## src/verilog/ovsb_regs.vh

```
`ifndef OVSB_REGS_VH
`define OVSB_REGS_VH

// command codes, one paged 16-bit word each, except the commit code, which stores nothing and copies every page
`define OVSB_CMD_TRIM        8'h22
`define OVSB_CMD_CEILING     8'h24
`define OVSB_CMD_MARGIN_HI   8'h25
`define OVSB_CMD_MARGIN_LO   8'h26
`define OVSB_CMD_SLEW        8'h27
`define OVSB_CMD_SLOPE       8'h28
`define OVSB_CMD_FLOOR       8'h2b
`define OVSB_CMD_COMMIT      8'he7

// reset values
`define OVSB_RST_TRIM        16'h0000
`define OVSB_RST_CEILING     16'h08fc
`define OVSB_RST_MARGIN_HI   16'h0640
`define OVSB_RST_MARGIN_LO   16'h00fa
`define OVSB_RST_SLEW        16'h0064
`define OVSB_RST_SLOPE       16'h0000
`define OVSB_RST_FLOOR       16'h0000

// limits
`define OVSB_TRIM_POS        16'h00fa
`define OVSB_TRIM_NEG        16'hff06
`define OVSB_CEILING_LIM     16'h0ce4
`define OVSB_SLOPE_LIM       16'h0640

// output source field
`define OVSB_SRC_NOMINAL     2'b00
`define OVSB_SRC_MARGIN_LO   2'b01
`define OVSB_SRC_MARGIN_HI   2'b10

// timing: slew rate is counted per microsecond
`define OVSB_CLK_PERIOD_NS   8
`define OVSB_SLEW_TICK_NS    1000
`define OVSB_SLEW_TICK_CYC   (`OVSB_SLEW_TICK_NS / `OVSB_CLK_PERIOD_NS)

`endif

```

## src/verilog/ovsb_bank.v

```verilog
// Functional notes
// add trim, saturated to 250 mV, to target
// target never above ceiling, ceiling max 3300
// margin high source uses upper margin setpoint
// margin low source uses lower margin setpoint
// slew target at rate times 100 uV/us, except a zero rate, which slews at 100 uV/us
// rate and slope take effect on commit
// target never below floor register, except where the floor is above the ceiling
// every setpoint per page, 16-bit, read/write
// slope lowers regulated output 10 uV/A, max 1600
// select plus trim, clamp, then slew
// source field 00 nominal, 01 low, 10 high
`timescale 1ns/100ps
`include "ovsb_regs.vh"

module ovsb_bank #(
	parameter PAGES = 2,
	parameter PW    = 1,
	parameter IW    = 8
) (
	// clock and reset
	input  wire                  i_clk,
	input  wire                  i_rst_n,
	// command port from the bus engine
	input  wire [PW-1:0]         i_page,
	input  wire [7:0]            i_cmd,
	input  wire                  i_wr_en,
	input  wire [15:0]           i_wr_data,
	input  wire                  i_rd_en,
	output wire [15:0]           o_rd_data,
	output wire                  o_rd_valid,
	output wire                  o_cmd_unsup,
	// per-page regulation inputs
	input  wire [PAGES*2-1:0]    i_vout_src,
	input  wire [PAGES*16-1:0]   i_vout_cmd,
	input  wire [PAGES*IW-1:0]   i_iout_a,
	// per-page regulation outputs
	output wire [PAGES*16-1:0]   o_target_mv,
	output wire [PAGES*16-1:0]   o_reg_mv,
	output wire [PAGES-1:0]      o_commit_pending
);
	// per-page register storage
	reg  [15:0] trim_q      [0:PAGES-1];
	reg  [15:0] ceiling_q   [0:PAGES-1];
	reg  [15:0] margin_hi_q [0:PAGES-1];
	reg  [15:0] margin_lo_q [0:PAGES-1];
	reg  [15:0] slew_q      [0:PAGES-1];
	reg  [15:0] slope_q     [0:PAGES-1];
	reg  [15:0] floor_q     [0:PAGES-1];
	// values in use by the regulation path
	reg  [15:0] slew_use_q  [0:PAGES-1];
	reg  [15:0] slope_use_q [0:PAGES-1];

	reg  [15:0] rd_data_q;
	reg         rd_valid_q;
	reg         unsup_q;
	reg  [15:0] rd_data_d;
	reg         hit_d;

	wire        page_ok;
	wire        tick;
	integer     k;

	// unit conversions on the regulation path
	localparam [15:0]    SLOPE_LIM = `OVSB_SLOPE_LIM;
	localparam [IW+10:0] DROP_DIV  = {{(IW+7){1'b0}}, 4'ha};
	localparam [16:0]    MV_DIV    = 17'h0000a;

	assign page_ok = ({{(32-PW){1'b0}}, i_page} < PAGES);

	// command decode
	always @* begin
		rd_data_d = 16'h0000;
		hit_d     = 1'b1;
		case (i_cmd)
		`OVSB_CMD_TRIM: begin
			rd_data_d = trim_q[i_page];
		end
		`OVSB_CMD_CEILING: begin
			rd_data_d = ceiling_q[i_page];
		end
		`OVSB_CMD_MARGIN_HI: begin
			rd_data_d = margin_hi_q[i_page];
		end
		`OVSB_CMD_MARGIN_LO: begin
			rd_data_d = margin_lo_q[i_page];
		end
		`OVSB_CMD_SLEW: begin
			rd_data_d = slew_q[i_page];
		end
		`OVSB_CMD_SLOPE: begin
			rd_data_d = slope_q[i_page];
		end
		`OVSB_CMD_FLOOR: begin
			rd_data_d = floor_q[i_page];
		end
		`OVSB_CMD_COMMIT: begin
			rd_data_d = 16'h0000;
		end
		default: begin
			hit_d = 1'b0;
		end
		endcase
		if (!page_ok) begin
			rd_data_d = 16'h0000;
			hit_d     = 1'b0;
		end
	end

	// register writes and commit
	always @(posedge i_clk) begin
		if (!i_rst_n) begin
			for (k = 0; k < PAGES; k = k + 1) begin
				trim_q[k]      <= `OVSB_RST_TRIM;
				ceiling_q[k]   <= `OVSB_RST_CEILING;
				margin_hi_q[k] <= `OVSB_RST_MARGIN_HI;
				margin_lo_q[k] <= `OVSB_RST_MARGIN_LO;
				slew_q[k]      <= `OVSB_RST_SLEW;
				slope_q[k]     <= `OVSB_RST_SLOPE;
				floor_q[k]     <= `OVSB_RST_FLOOR;
				slew_use_q[k]  <= `OVSB_RST_SLEW;
				slope_use_q[k] <= `OVSB_RST_SLOPE;
			end
		end else if (i_wr_en && page_ok) begin
			case (i_cmd)
			`OVSB_CMD_TRIM: begin
				trim_q[i_page] <= i_wr_data;
			end
			`OVSB_CMD_CEILING: begin
				ceiling_q[i_page] <= i_wr_data;
			end
			`OVSB_CMD_MARGIN_HI: begin
				margin_hi_q[i_page] <= i_wr_data;
			end
			`OVSB_CMD_MARGIN_LO: begin
				margin_lo_q[i_page] <= i_wr_data;
			end
			`OVSB_CMD_SLEW: begin
				slew_q[i_page] <= i_wr_data;
			end
			`OVSB_CMD_SLOPE: begin
				slope_q[i_page] <= i_wr_data;
			end
			`OVSB_CMD_FLOOR: begin
				floor_q[i_page] <= i_wr_data;
			end
			`OVSB_CMD_COMMIT: begin
				for (k = 0; k < PAGES; k = k + 1) begin
					slew_use_q[k]  <= slew_q[k];
					slope_use_q[k] <= slope_q[k];
				end
			end
			default: begin
			end
			endcase
		end
	end

	// read answer, one cycle after the request
	always @(posedge i_clk) begin
		if (!i_rst_n) begin
			rd_data_q  <= 16'h0000;
			rd_valid_q <= 1'b0;
			unsup_q    <= 1'b0;
		end else begin
			rd_valid_q <= i_rd_en;
			unsup_q    <= (i_rd_en | i_wr_en) & ~hit_d;
			if (i_rd_en) begin
				rd_data_q <= rd_data_d;
			end
		end
	end

	assign o_rd_data   = rd_data_q;
	assign o_rd_valid  = rd_valid_q;
	assign o_cmd_unsup = unsup_q;

	// shared microsecond step enable
	ovsb_tick #(
		.CYC (`OVSB_SLEW_TICK_CYC)
	) u_tick (
		.i_clk   (i_clk),
		.i_rst_n (i_rst_n),
		.o_tick  (tick)
	);

	// per-page target path
	genvar p;
	generate
		for (p = 0; p < PAGES; p = p + 1) begin : g_page
			wire [1:0]         src;
			reg  [15:0]        sel;
			wire signed [15:0] trim_raw;
			reg  signed [15:0] trim_sat;
			wire signed [17:0] sum;
			wire [15:0]        ceil_eff;
			reg  [15:0]        floored;
			wire [15:0]        tgt;
			wire [16:0]        tgt_x10;
			wire [16:0]        pos;
			wire [10:0]        slope_eff;
			wire [IW+10:0]     drop_prod;
			wire [IW+10:0]     drop_div;
			wire [16:0]        drop;
			wire [16:0]        drooped;
			wire [15:0]        floor_eff;
			wire [16:0]        floor_x10;
			wire [16:0]        reg_x10;
			wire [16:0]        reg_div;
			reg  [15:0]        tgt_q;
			reg  [15:0]        reg_mv_q;

			assign src = i_vout_src[p*2 +: 2];
			// output source, the unused code falls back to nominal
			always @* begin
				case (src)
				`OVSB_SRC_NOMINAL: begin
					sel = i_vout_cmd[p*16 +: 16];
				end
				`OVSB_SRC_MARGIN_LO: begin
					sel = margin_lo_q[p];
				end
				`OVSB_SRC_MARGIN_HI: begin
					sel = margin_hi_q[p];
				end
				default: begin
					sel = i_vout_cmd[p*16 +: 16];
				end
				endcase
			end

			// trim is stored as written and saturated on use
			assign trim_raw = trim_q[p];
			always @* begin
				if (trim_raw > $signed(`OVSB_TRIM_POS)) begin
					trim_sat = `OVSB_TRIM_POS;
				end else if (trim_raw < $signed(`OVSB_TRIM_NEG)) begin
					trim_sat = `OVSB_TRIM_NEG;
				end else begin
					trim_sat = trim_raw;
				end
			end
			assign sum = $signed({2'b00, sel}) + $signed({{2{trim_sat[15]}}, trim_sat});

			assign ceil_eff = (ceiling_q[p] > `OVSB_CEILING_LIM) ? `OVSB_CEILING_LIM : ceiling_q[p];
			// floor first, so the ceiling wins when the two cross
			always @* begin
				if (sum[17]) begin
					floored = floor_q[p];
				end else if (sum[16]) begin
					floored = 16'hffff;
				end else if (sum[15:0] < floor_q[p]) begin
					floored = floor_q[p];
				end else begin
					floored = sum[15:0];
				end
			end
			assign tgt = (floored > ceil_eff) ? ceil_eff : floored;

			always @(posedge i_clk) begin
				if (!i_rst_n) begin
					tgt_q <= 16'h0000;
				end else begin
					tgt_q <= tgt;
				end
			end

			// ten units of 100 uV per mV, the clamped target fits 14 bits
			assign tgt_x10 = {tgt_q[13:0], 3'b000} + {tgt_q, 1'b0};

			ovsb_slew u_slew (
				.i_clk    (i_clk),
				.i_rst_n  (i_rst_n),
				.i_tick   (tick),
				.i_target (tgt_x10),
				.i_rate   (slew_use_q[p]),
				.o_pos    (pos)
			);

			// slope in 10 uV/A, drop in 100 uV units
			assign slope_eff = (slope_use_q[p] > SLOPE_LIM) ? SLOPE_LIM[10:0] : slope_use_q[p][10:0];
			assign drop_prod = slope_eff * i_iout_a[p*IW +: IW];
			assign drop_div  = drop_prod / DROP_DIV;
			assign drop      = drop_div[16:0];
			assign drooped   = (pos > drop) ? pos - drop : 17'h00000;
			// a floor above the ceiling gives way to it here as well
			assign floor_eff = (floor_q[p] > ceil_eff) ? ceil_eff : floor_q[p];
			assign floor_x10 = {floor_eff[13:0], 3'b000} + {floor_eff, 1'b0};
			assign reg_x10   = (drooped < floor_x10) ? floor_x10 : drooped;
			assign reg_div   = reg_x10 / MV_DIV;

			always @(posedge i_clk) begin
				if (!i_rst_n) begin
					reg_mv_q <= 16'h0000;
				end else begin
					reg_mv_q <= reg_div[15:0];
				end
			end

			assign o_target_mv[p*16 +: 16] = tgt_q;
			assign o_reg_mv[p*16 +: 16]    = reg_mv_q;
			assign o_commit_pending[p]     = (slew_q[p] != slew_use_q[p]) | (slope_q[p] != slope_use_q[p]);
		end
	endgenerate
endmodule

```

## src/verilog/ovsb_tick.v

```verilog
`timescale 1ns/100ps
`include "ovsb_regs.vh"

module ovsb_tick #(
	parameter CYC = `OVSB_SLEW_TICK_CYC
) (
	// clock and reset
	input  wire i_clk,
	input  wire i_rst_n,
	// one-cycle enable every CYC cycles
	output wire o_tick
);
	reg [15:0] cnt_q;

	always @(posedge i_clk) begin
		if (!i_rst_n) begin
			cnt_q <= 16'h0000;
		end else if (cnt_q == CYC[15:0] - 16'h0001) begin
			cnt_q <= 16'h0000;
		end else begin
			cnt_q <= cnt_q + 16'h0001;
		end
	end

	assign o_tick = (cnt_q == CYC[15:0] - 16'h0001);
endmodule

```

## src/verilog/ovsb_slew.v

```verilog
`timescale 1ns/100ps

module ovsb_slew (
	// clock and reset
	input  wire        i_clk,
	input  wire        i_rst_n,
	// step enable and settings, positions in 100 uV units
	input  wire        i_tick,
	input  wire [16:0] i_target,
	input  wire [15:0] i_rate,
	// slewed position
	output wire [16:0] o_pos
);
	reg  [16:0] pos_q;
	wire [16:0] step;
	wire [16:0] gap_up;
	wire [16:0] gap_dn;

	// a zero rate would stall the output, so it moves by one unit
	assign step   = (i_rate == 16'h0000) ? 17'h00001 : {1'b0, i_rate};
	assign gap_up = i_target - pos_q;
	assign gap_dn = pos_q - i_target;

	always @(posedge i_clk) begin
		if (!i_rst_n) begin
			pos_q <= 17'h00000;
		end else if (i_tick) begin
			if (i_target > pos_q) begin
				pos_q <= (gap_up > step) ? pos_q + step : i_target;
			end else if (i_target < pos_q) begin
				pos_q <= (gap_dn > step) ? pos_q - step : i_target;
			end
		end
	end

	assign o_pos = pos_q;
endmodule

```

## config.mk

```make
export PLATFORM = sky130hd
export DESIGN_NAME = ovsb_bank
export DESIGN_NICKNAME = d
export VERILOG_FILES = /design/src/verilog/ovsb_bank.v /design/src/verilog/ovsb_tick.v /design/src/verilog/ovsb_slew.v
export VERILOG_INCLUDE_DIRS = /design/src /design/src/verilog
export SDC_FILE = /design/constraint.sdc
export NUM_CORES = 2
export LEC_CHECK = 0
export BUFFER_PORTS_ARGS = -buffer_cell sky130_fd_sc_hd__buf_2
export CAP_MARGIN = 15
export CORE_MARGIN = 4
export CORE_UTILIZATION = 35
export CTS_BUF_LIST = sky130_fd_sc_hd__clkbuf_8 sky130_fd_sc_hd__clkbuf_16
export CTS_CLUSTER_SIZE = 12
export DETAILED_ROUTE_END_ITERATION = 10
export MAX_ROUTING_LAYER = met4
export PLACE_DENSITY = 0.58
export SLEW_MARGIN = 10
export SYNTH_ARGS = -nofsm -noshare
export SYNTH_HDL_FRONTEND = slang
export SYNTH_SLANG_ARGS = --single-unit
```

## constraint.sdc

```tcl
create_clock -name i_clk -period 20.7 [get_ports i_clk]
set_input_delay 3.105 -clock i_clk [delete_from_list [all_inputs] [get_ports i_clk]]
set_output_delay 3.105 -clock i_clk [all_outputs]
set_load 0.05 [all_outputs]
```

==> out/results.tsv <==
stage	metric	value	unit
cts	cts_buffers	50	
setup_path	worstRegToRegCells	82	
floorplan	die_area	0.1461	sq mm
timing	report.final.slew_viol_count	0	
cts	htree_levels	2	
floorplan	fp.dieH	382.2	um
cts	cts_tree	done	
detailed_routing	wl_per_cell	20.54	um
cells_and_area	multi_input_area	0.03637	sq mm
timing	min_period_over_period	97.62	%
global_routing	gr-total-overflow	0	
setup_path	crit_type	in -> reg	
cells_and_area	seq_area	0.01121	sq mm
cells_and_area	final_common_cell	buf_4	
floorplan	core.rowCount	137	
global_routing	antenna_found_initial	7	
min_path	hold_path.class	reg -> reg	
floorplan	boundaryPins	165	
synthesis	ys_seq_area_share	22.87	%
timing	slew_headroom	3.602	%
timing	max_freq	49.49	MHz
cts	cts.sinks	416	
setup_path	r2r_slack	1030	ps
cells_and_area	nNetsFinal	7284	
setup_path	crit_start	i_iout_a[15]	
synthesis	synth_flop_cell	edfxtp_1	
synthesis	synth_area_per_cell	8.262	sq um
timing	hold_viol	0	
cells_and_area	mostFrequentLayoutCells	710 x buf_4, 508 x ha_1, 465 x inv_1	
synthesis	synth_area_leader_cell	edfxtp_1	
detailed_routing	wirelength	174100	um
detailed_routing	firstDrtPassIters	7	
detailed_routing	drc	0	
synthesis	synth_edf_count	288	
floorplan	dieWidth	382.2	um
setup_path	cp-start-kind	input pin	
cts	clock_latency	670	ps
place	dpl_worst_slack	-747.4	ps
global_routing	track_usage	23.25	%
synthesis	synthArstFlopShare	0	%
timing	rsz0062_at_grt	yes	
synthesis	yosys_warnings	0	
flow_run	maxCapViolations	0	
global_routing	grt_pass1_wl	264300	um
place	dp_hpwl	136700	um
setup_path	worst_path_most_repeated_cell	buf_4	
setup_path	required	21230	ps
timing	setup_slack	493.2	ps
floorplan	core	0.1394	sq mm
timing	finClkSkew	65.31	ps
place	portBuffers	160	
synthesis	syn_area	0.04902	sq mm
detailed_routing	drt_iter0_drc	4070	
timing	fin_crit	20210	ps
synthesis	syn_inst	5933	
timing	tightest_slew	1410	ps
setup_path	slowest_delay	570	ps
timing	finalSetupViolations	0	
setup_path	slowest_stage	fa_1	
floorplan	initial_utilization	35.17	%
cts	cts_hold_buf	0	
cts	root_buffer	clkbuf_16	
cells_and_area	area_growth_syn_to_layout	21.84	%
detailed_routing	vias_per_cell	5.618	
detailed_routing	via_count	47620	
cts	clock_path_buffers	3	
detailed_routing	drtAntennaViolNets	0	
cts	clk_pin_slew	60	ps
synthesis	ys_ff_latch	416	
global_routing	grt_pass1_vias	45340	
setup_path	critPathCapture	g_page[1].reg_mv_q[0]	
synthesis	yosys-top-cells-area	edfxtp_1 18%, ha_1 13%, dfxtp_1 5.2%, fa_1 5.1%, a21oi_1 4.2%	
run_status	status	complete, no violations	
setup_path	arrival	20730	ps
cells_and_area	fillers	13770	
setup_path	cp_max_fo	8	
setup_path	r2r_start	slope_use_q[0][24]	
synthesis	yosysTopAreaCellShare	17.64	%
cells_and_area	layout-drive-gt1-share	19.88	%
global_routing	grt_start_max_net_pins	65	
synthesis	ys_types	128	
setup_path	rr_endpoint	g_page[1].reg_mv_q[0]	
place	routabilityCongestion	0.9532	
setup_path	worst_setup_path_end_kind	flop	
## sequential cells by signal, summed over array words and instances (netlist names)
signal,count
g_page.u_slew.o_pos,34
ceiling_q,32
floor_q,32
g_page.tgt_q,32
margin_hi_q,32
margin_lo_q,32
slew_q,32
slew_use_q,32
slope_q,32
slope_use_q,32
trim_q,32
g_page.reg_mv_q,28
o_rd_data,16
u_tick.cnt_q,16
o_cmd_unsup,1
o_rd_valid,1
## worst max-delay path, delay by kind of cell
family | cells | cell delay (ps)
xor gates and xnor gates | 2 | 290
buffers and inverters | 11 | 1550
and+or+nand+nor | 17 | 4720
muxes | 4 | 950
AOI/OAI and AO/OA | 33 | 6700
adders and majority gates | 9 | 3380
## layout make-up
class | instances | share of cell area (%)
Clock inverter | 39 | 0.7039
Multi-Input combinational cell | 4743 | 60.90
Antenna cell | 1 | 0.004190
Tap cell | 1876 | 3.930
Sequential cell | 416 | 18.77
Clock buffer | 54 | 2.187
Timing Repair Buffer | 883 | 10.59
Inverter | 463 | 2.912
## per-layer routing
| metal | global-route usage (%) | vias up | share of wire (%) |
|---|---|---|---|
| met5 | - | - | 0 |
| met4 | 6.698 | 0 | 3.5 |
| met3 | 2.237 | 295 | 5.3 |
| met2 | 37.69 | 1516 | 46 |
| met1 | 30.92 | 22890 | 45 |
| li1 | - | 22910 | - |
## timing repair
action,4_1_cts,5_1_grt
resized for setup,9,315
pin swaps,1,150
cloned,0,2
setup buffers,1,44
setup endpoints to repair,2,8
## cell families after synthesis
group                      synth area share (%)
xor gates and xnor gates                  5.636
AOI/OAI and AO/OA                         24.02
and+or+nand+nor                           20.21
other                                   0.01532
buffers and inverters                     6.205
muxes                                     2.450
adders and majority gates                 18.59
DFF                                       22.87
## synth_stat cells, drive strengths merged (54+ instances only)
cell,n
dfxtp,128
nand3,123
and2,247
xor2,85
mux2i,99
a31oi,57
xnor2,224
nor2,458
nand2b,78
fa,124
edfxtp,288
o21bai,88
a21o,177
a22oi,97
nor2b,71
ha,522
nand2,322
o21a,56
nor3,122
o21ai,303
inv,463
a211oi,69
a21oi,416
or3,56
nor4,54
nand4,101
and3,196
clkbuf,291
## how the worst min path moves through the flow
| stage | startpoint | end | slack (ps) | cells after the start |
|---|---|---|---|---|
| finish | u_tick.cnt_q[0] | u_tick.cnt_q[0] | 490 | 1 |
| global route | u_tick.cnt_q[0] | u_tick.cnt_q[0] | 510 | 1 |
| CTS | u_tick.cnt_q[0] | u_tick.cnt_q[0] | 490 | 1 |
| detailed placement | u_tick.cnt_q[0] | u_tick.cnt_q[0] | 470 | 1 |
| global placement | u_tick.cnt_q[0] | u_tick.cnt_q[0] | 460 | 1 |
| floorplan | u_tick.cnt_q[0] | u_tick.cnt_q[0] | 440 | 1 |
## through the flow
stage	hold WS (ps)	TNS (ps)	area [sq um]	utilization, %	cells
after CTS	487.1	0	57980	41.60	8430
after detailed placement	472.7	-1846	56180	40.31	8336
after global routing	507.7	-281.1	59720	42.85	8474
final	486.6	0	59720	42.86	8475
after floorplan	441.1	0	49110	-	5951
after global placement	461.5	-1360	56180	40.31	8336
Power is not shown: default switching activity piles up to over one toggle a cycle in this logic, so the estimate is an artifact.
